==> src/inc/sscef_pkg.sv <==
// package: register map, field positions, divider counts and mode decoding
package sscef_pkg;

  localparam int unsigned SSCEF_DATA_W = 8;

  localparam logic [31:0] SSCEF_ADDR_IRQ_STAT = 32'h0000_0000;
  localparam logic [31:0] SSCEF_ADDR_IRQ_MASK = 32'h0000_0004;
  localparam logic [31:0] SSCEF_ADDR_BUFFER   = 32'h0000_0008;
  localparam logic [31:0] SSCEF_ADDR_STATUS   = 32'h0000_000c;
  localparam logic [31:0] SSCEF_ADDR_CONTROL  = 32'h0000_0014;

  localparam int unsigned SSCEF_CTL_WRITE_COLLISION_FLAG_BIT = 7;
  localparam int unsigned SSCEF_CTL_OVF_BIT  = 6;
  localparam int unsigned SSCEF_CTL_EN_BIT   = 5;
  localparam int unsigned SSCEF_CTL_CKP_BIT  = 4;
  localparam logic [7:0]  SSCEF_CTL_RESET    = 8'h00;

  localparam int unsigned SSCEF_IRQ_W        = 3;
  localparam int unsigned SSCEF_IRQ_DONE_BIT = 0;
  localparam int unsigned SSCEF_IRQ_OVF_BIT  = 1;
  localparam int unsigned SSCEF_IRQ_WRITE_COLLISION_FLAG_BIT = 2;
  localparam logic [2:0]  SSCEF_IRQ_RESET    = 3'h0;

  localparam int unsigned SSCEF_STAT_FULL_BIT = 0;
  localparam int unsigned SSCEF_STAT_BUSY_BIT = 1;

  // half periods of the master serial clock, in core cycles
  localparam logic [7:0] SSCEF_HALF_DIV4   = 8'h02;
  localparam logic [7:0] SSCEF_HALF_DIV16  = 8'h08;
  localparam logic [7:0] SSCEF_HALF_DIV64  = 8'h20;
  localparam logic [7:0] SSCEF_HALF_DIVTMR = 8'h40;

  localparam logic [3:0] SSCEF_MODE_SLAVE_SS = 4'h4;
  localparam logic [3:0] SSCEF_MODE_SLAVE    = 4'h5;

  typedef enum logic [1:0] {
    SSCEF_ST_IDLE  = 2'b01,
    SSCEF_ST_SHIFT = 2'b10
  } sscef_state_e;

  function automatic logic sscef_is_master(input logic [3:0] mode);
    return mode[3:2] == 2'b00;
  endfunction

  function automatic logic sscef_is_slave(input logic [3:0] mode);
    return (mode == SSCEF_MODE_SLAVE_SS) || (mode == SSCEF_MODE_SLAVE);
  endfunction

  function automatic logic sscef_is_i2c(input logic [3:0] mode);
    return (mode == 4'h6) || (mode == 4'h7) || (mode == 4'hb) || (mode == 4'he) || (mode == 4'hf);
  endfunction

endpackage

==> src/inc/sscef_eng_if.sv <==
// interface between register file and shift engine
`timescale 1ns/100ps
interface sscef_eng_if;
  import sscef_pkg::*;
  logic                    en;
  logic [3:0]              mode;
  logic                    clock_polarity_select;
  logic                    load;
  logic [SSCEF_DATA_W-1:0] tx_data;
  logic                    busy;
  logic                    done;
  logic [SSCEF_DATA_W-1:0] rx_data;
  logic                    i2c_xmit;

  modport ctl (output en, mode, clock_polarity_select, load, tx_data, input busy, done, rx_data, i2c_xmit);
  modport eng (input en, mode, clock_polarity_select, load, tx_data, output busy, done, rx_data, i2c_xmit);
endinterface

==> src/rtl/sscef_shift_engine.sv <==
// serial shift engine: spi master/slave and i2c byte shifting
`timescale 1ns/100ps
module sscef_shift_engine
  import sscef_pkg::*;
#(
  parameter int unsigned DATA_W = SSCEF_DATA_W
) (
  input  wire logic  i_core_clk,
  input  wire logic  i_resetn,
  sscef_eng_if.eng   eng,
  input  wire logic  i_sck,
  input  wire logic  i_sdi,
  input  wire logic  i_ss_n,
  output logic       o_sck,
  output logic       o_sck_oe,
  output logic       o_sdo,
  output logic       o_sdo_oe
);

  sscef_state_e          state_q;
  logic [DATA_W-1:0]     sr_q;
  logic [3:0]            cnt_q;
  logic [7:0]            div_q;
  logic                  sck_q;
  logic                  sck_prev_q;
  logic                  sdo_q;
  logic                  busy_q;
  logic                  done_q;
  logic [DATA_W-1:0]     rx_q;
  logic                  xmit_q;

  wire       is_master = eng.en & sscef_is_master(eng.mode);
  wire       is_slave  = eng.en & sscef_is_slave(eng.mode);
  wire       is_i2c    = eng.en & sscef_is_i2c(eng.mode);
  wire       ss_ok     = (eng.mode != SSCEF_MODE_SLAVE_SS) | ~i_ss_n;
  wire [7:0] half      = (eng.mode[1:0] == 2'b00) ? SSCEF_HALF_DIV4 :
                         (eng.mode[1:0] == 2'b01) ? SSCEF_HALF_DIV16 :
                         (eng.mode[1:0] == 2'b10) ? SSCEF_HALF_DIV64 : SSCEF_HALF_DIVTMR;
  wire       tick      = (state_q == SSCEF_ST_SHIFT) & (div_q == half - 8'h01);
  wire       rise      = i_sck & ~sck_prev_q;
  wire       fall      = ~i_sck & sck_prev_q;
  wire       ext_lead  = (is_i2c | ~eng.clock_polarity_select) ? rise : fall;
  wire       ext_trail = (is_i2c | ~eng.clock_polarity_select) ? fall : rise;
  wire       m_lead    = is_master & tick & (sck_q == eng.clock_polarity_select);
  wire       m_trail   = is_master & tick & (sck_q != eng.clock_polarity_select);
  wire       ext_on    = (is_slave & ss_ok) | is_i2c;
  wire       lead      = m_lead | (ext_on & ext_lead);
  wire       trail     = m_trail | (ext_on & ext_trail);
  wire       last      = lead & (cnt_q == 4'(DATA_W - 1));
  wire       start     = eng.load & (is_master | is_slave | is_i2c);

  always_ff @(posedge i_core_clk) begin
    if (!i_resetn) begin
      state_q <= SSCEF_ST_IDLE;
      div_q   <= 8'h00;
      sck_q   <= 1'b0;
    end else begin
      unique case (state_q)
        SSCEF_ST_IDLE: begin
          sck_q <= eng.clock_polarity_select;
          div_q <= 8'h00;
          if (start & is_master) begin
            state_q <= SSCEF_ST_SHIFT;
          end
        end
        SSCEF_ST_SHIFT: begin
          div_q <= tick ? 8'h00 : div_q + 8'h01;
          if (tick) begin
            sck_q <= ~sck_q;
          end
          if (m_trail & (cnt_q == 4'h0) | ~is_master) begin
            state_q <= SSCEF_ST_IDLE;
          end
        end
      endcase
    end
  end

  always_ff @(posedge i_core_clk) begin
    if (!i_resetn) begin
      sr_q       <= '0;
      cnt_q      <= 4'h0;
      sck_prev_q <= 1'b0;
      sdo_q      <= 1'b1;
      done_q     <= 1'b0;
      rx_q       <= '0;
    end else begin
      sck_prev_q <= i_sck;
      done_q     <= last;
      if (start) begin
        sr_q  <= eng.tx_data;
        sdo_q <= eng.tx_data[DATA_W-1];
      end else if (lead) begin
        sr_q  <= {sr_q[DATA_W-2:0], i_sdi};
        cnt_q <= last ? 4'h0 : cnt_q + 4'h1;
        if (last) begin
          rx_q <= {sr_q[DATA_W-2:0], i_sdi};
        end
      end else if (trail & (cnt_q != 4'h0)) begin
        sdo_q <= sr_q[DATA_W-1];
      end
      if (!eng.en) begin
        cnt_q <= 4'h0;
      end
    end
  end

  always_ff @(posedge i_core_clk) begin
    if (!i_resetn) begin
      busy_q   <= 1'b0;
      xmit_q   <= 1'b0;
      o_sck    <= 1'b0;
      o_sck_oe <= 1'b0;
      o_sdo    <= 1'b1;
      o_sdo_oe <= 1'b0;
    end else begin
      busy_q   <= is_master ? ((state_q == SSCEF_ST_SHIFT) & ~(m_trail & (cnt_q == 4'h0)) | start)
                            : ((cnt_q != 4'h0) | (lead & ~last));
      xmit_q   <= (start & is_i2c) | (xmit_q & ~done_q & is_i2c);
      o_sck    <= sck_q;
      o_sck_oe <= is_master;
      o_sdo    <= sdo_q;
      o_sdo_oe <= is_master | (is_slave & ss_ok) | (is_i2c & xmit_q & ~sdo_q);
    end
  end

  assign eng.busy     = busy_q;
  assign eng.done     = done_q;
  assign eng.rx_data  = rx_q;
  assign eng.i2c_xmit = xmit_q;

endmodule // sscef_shift_engine

==> src/rtl/sscef_top.sv <==
// sync serial port: apb registers, receive buffer, collision and overflow flags
`timescale 1ns/100ps

module sscef_top
  import sscef_pkg::*;
#(
  parameter int unsigned DATA_W = SSCEF_DATA_W
) (
  input  wire logic        i_core_clk,
  input  wire logic        i_resetn,
  input  wire logic        i_psel,
  input  wire logic        i_penable,
  input  wire logic        i_pwrite,
  input  wire logic [31:0] i_paddr,
  input  wire logic [31:0] i_pwdata,
  output logic      [31:0] o_prdata,
  output logic             o_pready,
  output logic             o_pslverr,
  output logic             o_irq,
  input  wire logic        i_sck,
  input  wire logic        i_sdi,
  input  wire logic        i_ss_n,
  output logic             o_sck,
  output logic             o_sck_oe,
  output logic             o_sdo,
  output logic             o_sdo_oe
);

  sscef_eng_if eng_if ();

  logic [7:0]             ctl_q;
  logic [7:0]             ctl_d;
  logic [DATA_W-1:0]      buf_q;
  logic [DATA_W-1:0]      buf_d;
  logic                   full_q;
  logic                   full_d;
  logic [SSCEF_IRQ_W-1:0] ist_q;
  logic [SSCEF_IRQ_W-1:0] ist_d;
  logic [SSCEF_IRQ_W-1:0] msk_q;
  logic [31:0]            prdata_q;
  logic                   pready_q;
  logic                   pslverr_q;
  logic                   irq_q;

  // apb decoding: answer comes in the first cycle of the access phase, with no wait states
  wire setup   = i_psel & ~i_penable & ~pready_q;
  wire access  = i_psel & i_penable & pready_q;
  wire wr      = access & i_pwrite;
  wire rd      = access & ~i_pwrite;
  wire hit_ist = i_paddr == SSCEF_ADDR_IRQ_STAT;
  wire hit_msk = i_paddr == SSCEF_ADDR_IRQ_MASK;
  wire hit_buf = i_paddr == SSCEF_ADDR_BUFFER;
  wire hit_sta = i_paddr == SSCEF_ADDR_STATUS;
  wire hit_ctl = i_paddr == SSCEF_ADDR_CONTROL;
  wire mapped  = hit_ist | hit_msk | hit_buf | hit_sta | hit_ctl;

  wire wr_ctl  = wr & hit_ctl;
  wire wr_buf  = wr & hit_buf;
  wire wr_ist  = wr & hit_ist;
  wire wr_msk  = wr & hit_msk;
  wire rd_buf  = rd & hit_buf;

  // mode decode
  wire [3:0] mode     = ctl_q[3:0];
  wire       enabled  = ctl_q[SSCEF_CTL_EN_BIT];
  wire       m_slave  = enabled & sscef_is_slave(mode);
  wire       m_i2c    = enabled & sscef_is_i2c(mode);

  // write collision: buffer written while a word is still shifting
  wire write_collision_flag_set = wr_buf & enabled & eng_if.busy;

  // receive path: a completed byte lands in the buffer or overflows; an i2c transmit byte does neither
  wire ovf_mode = m_slave | (m_i2c & ~eng_if.i2c_xmit);
  wire ovf_set  = eng_if.done & ovf_mode & full_q;
  wire rx_take  = eng_if.done & ~ovf_set & ~(m_i2c & eng_if.i2c_xmit);

  wire [SSCEF_IRQ_W-1:0] events = {write_collision_flag_set, ovf_set, rx_take};
  wire [SSCEF_IRQ_W-1:0] ist_clr = wr_ist ? i_pwdata[SSCEF_IRQ_W-1:0] : '0;

  wire [31:0] status_word = {30'h0, eng_if.busy, full_q};

  wire [31:0] rd_mux = hit_ctl ? {24'h0, ctl_q} :
                       hit_buf ? {{(32 - DATA_W){1'b0}}, buf_q} :
                       hit_sta ? status_word :
                       hit_ist ? {{(32 - SSCEF_IRQ_W){1'b0}}, ist_q} :
                       hit_msk ? {{(32 - SSCEF_IRQ_W){1'b0}}, msk_q} : 32'h0;

  // control register: writable bits, hardware-set flags win over a clear
  always_comb begin
    ctl_d = wr_ctl ? i_pwdata[7:0] : ctl_q;
    ctl_d[SSCEF_CTL_WRITE_COLLISION_FLAG_BIT] = ctl_d[SSCEF_CTL_WRITE_COLLISION_FLAG_BIT] | write_collision_flag_set;
    ctl_d[SSCEF_CTL_OVF_BIT] = ctl_d[SSCEF_CTL_OVF_BIT] | ovf_set;
  end

  // buffer holds the last accepted byte; full clears on read
  always_comb begin
    buf_d  = rx_take ? eng_if.rx_data : buf_q;
    full_d = rx_take | (full_q & ~rd_buf);
    ist_d  = (ist_q & ~ist_clr) | events;
  end

  always_ff @(posedge i_core_clk) begin
    if (!i_resetn) begin
      ctl_q  <= SSCEF_CTL_RESET;
      buf_q  <= '0;
      full_q <= 1'b0;
    end else begin
      ctl_q  <= ctl_d;
      buf_q  <= buf_d;
      full_q <= full_d;
    end
  end

  always_ff @(posedge i_core_clk) begin
    if (!i_resetn) begin
      ist_q <= SSCEF_IRQ_RESET;
      msk_q <= SSCEF_IRQ_RESET;
      irq_q <= 1'b0;
    end else begin
      ist_q <= ist_d;
      if (wr_msk) begin
        msk_q <= i_pwdata[SSCEF_IRQ_W-1:0];
      end
      irq_q <= |(ist_d & (wr_msk ? i_pwdata[SSCEF_IRQ_W-1:0] : msk_q));
    end
  end

  always_ff @(posedge i_core_clk) begin
    if (!i_resetn) begin
      pready_q  <= 1'b0;
      pslverr_q <= 1'b0;
      prdata_q  <= 32'h0;
    end else begin
      pready_q  <= setup;
      pslverr_q <= setup & ~mapped;
      prdata_q  <= (setup & ~i_pwrite) ? rd_mux : 32'h0;
    end
  end

  // engine control
  assign eng_if.en      = enabled;
  assign eng_if.mode    = mode;
  assign eng_if.clock_polarity_select     = ctl_q[SSCEF_CTL_CKP_BIT];
  assign eng_if.load    = wr_buf & enabled & ~eng_if.busy;
  assign eng_if.tx_data = i_pwdata[DATA_W-1:0];

  sscef_shift_engine #(
    .DATA_W (DATA_W)
  ) u_engine (
    .i_core_clk (i_core_clk),
    .i_resetn   (i_resetn),
    .eng        (eng_if.eng),
    .i_sck      (i_sck),
    .i_sdi      (i_sdi),
    .i_ss_n     (i_ss_n),
    .o_sck      (o_sck),
    .o_sck_oe   (o_sck_oe),
    .o_sdo      (o_sdo),
    .o_sdo_oe   (o_sdo_oe)
  );

  assign o_prdata  = prdata_q;
  assign o_pready  = pready_q;
  assign o_pslverr = pslverr_q;
  assign o_irq     = irq_q;

endmodule // sscef_top

==> config.mk <==
export PLATFORM = sky130hd
export DESIGN_NAME = sscef_top
export DESIGN_NICKNAME = d
export VERILOG_FILES = /design/src/inc/sscef_pkg.sv /design/src/inc/sscef_eng_if.sv /design/src/rtl/sscef_shift_engine.sv /design/src/rtl/sscef_top.sv
export SDC_FILE = /design/constraint.sdc
export NUM_CORES = 1
export LEC_CHECK = 0
export BUFFER_PORTS_ARGS = -buffer_cell sky130_fd_sc_hd__buf_2
export CAP_MARGIN = 40
export CORE_UTILIZATION = 53
export CTS_BUF_LIST = sky130_fd_sc_hd__clkbuf_4 sky130_fd_sc_hd__clkbuf_8
export DETAILED_ROUTE_END_ITERATION = 10
export PLACE_DENSITY = 0.91
export SLEW_MARGIN = 20
export SYNTH_ARGS = -nofsm -noshare
export SYNTH_HDL_FRONTEND = slang
export SYNTH_SLANG_ARGS = --single-unit
==> constraint.sdc <==
create_clock -name i_core_clk -period 2.4 [get_ports i_core_clk]
set_input_delay 0.24 -clock i_core_clk [delete_from_list [all_inputs] [get_ports i_core_clk]]
set_output_delay 0.24 -clock i_core_clk [all_outputs]
set_load 0.01 [all_outputs]
==> flow_metrics.py, run 1 <==
metrics = {
    "floorplan": {
        "start_util": 0.563,
        "rows": 29,
        "ios": 111,
        "die_y_um": 85.1,
        "die-area_um2": 7240,
        "die_w_um": 85.1,
        "core-area_um2": 6490,
    },
    "drt": {
        "wire_per_inst_um": 15.0,
        "drt_wl_total_um": 8440,
        "drt_iter0_drc": 193,
        "ant_nets": 0,
        "detail_route.vias_per_cell": 5.67,
        "drc": 0,
        "first_pass_iters": 4,
        "num_vias": 3180,
    },
    "min_path": {
        "hold_start": "i_penable",
        "hp-class": "in -> reg",
    },
    "logic_synthesis": {
        "synthFlopType": "dfxtp_1",
        "synthCells": 410,
        "syn_avg_cell_area_um2": 8.92,
        "yosys_warnings": 0,
        "syn_area_um2": 3660,
        "synth_edf_count": 0,
        "ys_async_sr_fraction": 0,
        "ys_seq_elements": 74,
        "yosysSeqAreaShare": 0.405,
        "yosysUniqueCellTypes": 61,
    },
    "placed_design": {
        "hpwl_um": 6180,
        "numPortBuffers": 62,
        "dpl_cell_area_um2": 4030,
        "place_ws_ns": -0.0288,
        "place.gp.congestion": 0.916,
    },
    "worst_setup_path": {
        "worstReg2RegStart": "ctl_q[5]$_SDFFE_PN0P_",
        "arrival_ns": 2.58,
        "crit_start": "ctl_q[5]$_SDFFE_PN0P_",
        "crit_path_end_kind": "register",
        "slowest_delay_ns": 0.54,
        "critPathRequiredTime_ns": 2.68,
        "crit_path_cell_trace": "inv_1 -> nor3_1 -> buf_4 -> nand3_2 -> o21ba_1 -> or4_1 -> a21oi_1",
        "critical_path_class": "reg -> reg",
        "rrSetupSlack_ns": 0.10,
        "worstSetupStartpointType": "register",
        "crit_slowest_cell": "or4_1",
        "crit_path_max_fanout": 5,
    },
    "layout": {
        "drive_gt1_frac": 0.242,
        "multiInputGateArea_um2": 1950,
        "seqCellArea_um2": 1490,
        "area_growth_pct": 16.6,
        "final_common_cell": "dfxtp_1",
        "final_cell_mix": "71 x dfxtp_1, 62 x buf_2, 37 x nand2_1, 31 x mux2i_1, 27 x nor2_1",
        "fill_cells": 496,
        "finalNetCount": 554,
        "final_area_um2": 4270,
        "n_antenna_cell": 0,
    },
    "timing": {
        "setup_ws_ns": 0.104,
        "fmax_mhz": 435,
        "min_period_ns": 2.30,
        "setup-violations-final": 0,
        "rsz0062_at_grt": "false",
        "clock_skew_ns": 0.0121,
        "hold_violations": 0,
        "drv_slew": 0,
        "post-route-period-util": 0.957,
    },
    "job": {
        "maxCapViolations": 0,
    },
    "cts": {
        "cts_buffers": 9,
        "post-cts-setup-buffers": 0,
        "ctsHoldBuffers": 0,
        "h-tree-depth": 3,
        "clkSinkCount": 74,
        "cts_tree": "built",
        "clk_pin_slew_ns": 0.08,
        "clock_latency_ns": 0.36,
        "root_buffer": "clkbuf_8",
        "ctsResizeCount": 1,
        "clk_path_buf_depth": 2,
    },
    "global_routing": {
        "grt_overflow": 0,
        "grt_max_degree": 29,
        "grt_pass1_vias": 3109,
        "grt_pass1_wl_um": 13800,
        "antenna_found_initial": 0,
        "grtUsageTotal": 0.246,
    },
    "power_and_ir_drop": {
        "p_leak_nw": 1.75,
        "irDropWorstVdd_v": 0.000436,
        "power.density_nw_per_um2": 569,
    },
    "run_status": {
        "status": "finished clean",
    },
}
critical path, delay by kind of cell, from the launching register on:
kind / cells / cell delay (ns)
buf+inv: 2 / 0.34
compound gates: 2 / 0.43
simple gates: 3 / 1.06
flops: 1 / 0.38
state kept, by name (all words and copies together) (netlist names), 2 cells and up:
signal                count
ist_q                     3
u_engine.cnt_q            4
u_engine.state_q          2
u_engine.sr_q             8
buf_q                     8
ctl_q                     8
u_engine.eng.rx_data      8
o_prdata                  8
msk_q                     3
u_engine.div_q            8
synth_stat cells, drive strengths merged, types with 3 or more instances:
cell type | number | area, um2
buf | 34 | 246
and3 | 6 | 37.5
xnor2 | 4 | 35.0
nand3 | 23 | 120
a31oi | 6 | 37.5
nor4 | 9 | 56.3
nor2 | 27 | 101
o21ai | 16 | 83.8
a21oi | 15 | 75.1
a22oi | 8 | 60.1
a21boi | 9 | 67.6
nand2b | 4 | 25.0
or3 | 5 | 36.3
mux2i | 31 | 310
dfxtp | 74 | 1480
xor2 | 5 | 43.8
nor3 | 6 | 30.0
clkbuf | 14 | 56.3
nand2 | 38 | 145
and2 | 6 | 37.5
nand4 | 4 | 25.0
inv | 9 | 33.8
nor2b | 19 | 119
ha | 3 | 37.5
final timing paths:
path                                               end  depth (start not counted)
setup / recovery        u_engine.cnt_q[0]$_SDFFE_PN0N_                          7
hold / removal                     o_pready$_SDFF_PN0_                          2
setup reg to reg        u_engine.cnt_q[0]$_SDFFE_PN0N_                          7
hold reg to reg   u_engine.eng.rx_data[7]$_SDFFE_PN0P_                          2
metal layers:
metal,up-vias,wire (um),global-route usage
met4,0,214,0.108
met2,131,4130,0.442
li1,1535,-,-
met3,25,647,0.0671
met5,-,0,0
met1,1489,3450,0.270
metrics by stage:
| stage | power, W | TNS, ns | utilization | cells | hold slack [ns] |
|---|---|---|---|---|---|
| final | 0.00243 | 0 | 0.657 | 561 | 0.124 |
| after detailed placement | 0.00139 | -0.0288 | 0.620 | 545 | 0.467 |
| after CTS | 0.00244 | 0 | 0.654 | 561 | 0.106 |
| after floorplan | 0.00136 | 0 | - | 433 | 0.332 |
| after global routing | 0.00251 | 0 | 0.657 | 561 | 0.114 |
| after global placement | 0.00138 | 0 | 0.620 | 545 | 0.443 |
report_power, final:
part	switching [W]	leakage, nW	internal, W
Clock	0.000465	0.110	0.000600
Combinational	0.0000734	1.04	0.0000510
Sequential	0.00000399	0.598	0.00123
layout make-up:
| class | instances | area share |
|---|---|---|
| multi-input combinational | 302 | 0.456 |
| sequential | 74 | 0.349 |
| timing repair buffer | 83 | 0.113 |
| clock buffer | 10 | 0.0308 |
| tap | 77 | 0.0226 |
| clock inverter | 6 | 0.0211 |
| inverter | 9 | 0.00792 |
logic make-up after synthesis:
group | synth area share
flops | 0.405
compound gates | 0.148
other cells | 0.00103
simple gates | 0.219
buf+inv | 0.0920
xor+xnor | 0.0215
fa+ha+maj | 0.0103
mux | 0.103
(Power assumes the default switching activity.)
==> run 2: changes to the inputs <==
--- a/config.mk
+++ b/config.mk
@@ -10,7 +10,7 @@
 export CORE_UTILIZATION = 53
 export CTS_BUF_LIST = sky130_fd_sc_hd__clkbuf_4 sky130_fd_sc_hd__clkbuf_8
 export DETAILED_ROUTE_END_ITERATION = 10
-export PLACE_DENSITY = 0.91
+export PLACE_DENSITY_LB_ADDON = 0.05
 export SLEW_MARGIN = 20
 export SYNTH_ARGS = -nofsm -noshare
 export SYNTH_HDL_FRONTEND = slang
==> flow_metrics.py, run 2 (synthesis gave the netlist of run 1 again) <==
metrics = {
    "worst_setup_path": {
        "arrival_ns": 2.49,
        "cp.buffers_inverters": 0,
        "crit_path_cell_trace": "nor2b_1 -> a221o_1 -> a2111oi_2 -> o21ba_1 -> or4_1 -> a21oi_1",
        "slowest_delay_ns": 0.52,
        "crit_family": "compound AO/OA/AOI/OAI gates",
        "critical_path_class": "reg -> reg",
        "crit_start": "ctl_q[4]$_SDFFE_PN0P_",
        "critPathRequiredTime_ns": 2.68,
        "worstSetupStartpointType": "register",
        "r2r_cells": 6,
        "crit_slowest_cell": "or4_1",
        "crit_path_end_kind": "register",
        "worst-path-stages": 6,
        "crit_path_max_fanout": 5,
        "worstReg2RegStart": "ctl_q[4]$_SDFFE_PN0P_",
    },
    "global_routing": {
        "grt_pass1_vias": 2921,
        "grt_pass1_wl_um": 13500,
        "grt_max_degree": 36,
        "antenna_found_initial": 0,
        "grt_overflow": 0,
        "grtUsageTotal": 0.240,
    },
    "floorplan": {
        "die_y_um": 85.1,
        "core-area_um2": 6490,
        "die-area_um2": 7240,
        "rows": 29,
        "start_util": 0.563,
        "die_w_um": 85.1,
        "ios": 111,
    },
    "timing": {
        "setup_ws_ns": 0.195,
        "hold_violations": 0,
        "clock_skew_ns": 0.00980,
        "post-route-period-util": 0.919,
        "tns_ns": 0,
        "setup-violations-final": 0,
        "slew_headroom": 0.654,
        "fmax_mhz": 454,
        "min_period_ns": 2.20,
        "worst_pin_slew_ns": 0.519,
        "drv_slew": 0,
        "rsz0062_at_grt": "false",
    },
    "cts": {
        "ctsResizeCount": 0,
        "clk_pin_slew_ns": 0.08,
        "ctsHoldBuffers": 0,
        "cts_buffers": 9,
        "clkSinkCount": 74,
        "clk_path_buf_depth": 2,
        "post-cts-setup-buffers": 0,
        "clock_latency_ns": 0.35,
        "cts_tree": "built",
        "h-tree-depth": 3,
        "root_buffer": "clkbuf_8",
    },
    "placed_design": {
        "hpwl_um": 6030,
        "place.gp.congestion": 0.879,
        "dpl_cell_area_um2": 4030,
        "numPortBuffers": 62,
        "place_ws_ns": 0.126,
    },
    "drt": {
        "ant_nets": 0,
        "num_vias": 3113,
        "wire_per_inst_um": 14.5,
        "detail_route.vias_per_cell": 5.55,
        "drt_iter0_drc": 162,
        "drt_wl_total_um": 8160,
        "first_pass_iters": 4,
        "drc": 0,
    },
    "job": {
        "maxCapViolations": 0,
    },
    "min_path": {
        "hold-path-cell-count": 2,
        "hold_start": "i_penable",
        "hp-class": "in -> reg",
    },
    "run_status": {
        "status": "finished clean",
    },
    "layout": {
        "n_antenna_cell": 0,
        "final_cell_mix": "72 x dfxtp_1, 62 x buf_2, 37 x nand2_1, 31 x mux2i_1, 27 x nor2_1",
        "drive_gt1_frac": 0.242,
        "finalNetCount": 554,
        "fill_cells": 553,
        "final_area_um2": 4230,
        "final_common_cell": "dfxtp_1",
        "area_growth_pct": 15.7,
    },
    "power_and_ir_drop": {
        "irDropWorstVdd_v": 0.000364,
        "p_sw_frac": 0.239,
        "p_seq_frac": 0.531,
        "clock_power_share": 0.416,
        "p_sw_w": 0.000557,
        "p_leak_nw": 1.74,
        "power.density_nw_per_um2": 550,
        "p_int_w": 0.00177,
        "combPwrFrac": 0.053,
    },
}
-- run 2: power by group through the flow --
stage	logic, W	registers, W	clock network (W)
CTS	0.000121	0.00124	0.000988
global placement	0.000119	0.00126	0
finish	0.000122	0.00124	0.000968
detailed placement	0.000120	0.00126	0
global route	0.000136	0.00124	0.00105
floorplan	0.0000903	0.00126	0
-- run 2: worst reg2reg max path: cells and delay by family, from the launching register on --
kind	cells	cell delay, ns
AO/OA/AOI/OAI	4	1.11
AND/OR/NAND/NOR	2	0.67
flip-flops	1	0.37
-- run 2: path summary, 6_finish.rpt --
check        slack, ns                              endpoint
max               0.20        u_engine.cnt_q[0]$_SDFFE_PN0N_
min               0.09                   o_pready$_SDFF_PN0_
max reg2reg       0.20        u_engine.cnt_q[0]$_SDFFE_PN0N_
min reg2reg       0.46  u_engine.eng.rx_data[4]$_SDFFE_PN0P_
-- run 2: area by class of cell --
| type | count | area, um2 | area share |
|---|---|---|---|
| Clock inverter | 7 | 76.3 | 0.0180 |
| Timing Repair Buffer | 83 | 480 | 0.114 |
| Sequential cell | 74 | 1480 | 0.351 |
| Tap cell | 77 | 96.3 | 0.0228 |
| Inverter | 9 | 33.8 | 0.00798 |
| Multi-Input combinational cell | 302 | 1940 | 0.458 |
| Clock buffer | 9 | 124 | 0.0293 |
-- run 2: through the flow --
stage	util	hold slack (ns)	std cells	total power, W
3_5_place_dp	0.620	0.455	545	0.00138
5_1_grt	0.652	0.0996	561	0.00243
6_report	0.652	0.0944	561	0.00233
4_1_cts	0.651	0.0889	561	0.00234
3_3_place_gp	0.620	0.445	545	0.00138
2_1_floorplan	-	0.332	433	0.00136
-- run 2: per-layer routing --
metal,routed length (um),global-route usage,vias up
met4,116,0.0940,0
li1,-,-,1546
met1,3770,0.312,1445
met5,0,0,-
met3,559,0.0496,11
met2,3720,0.393,111
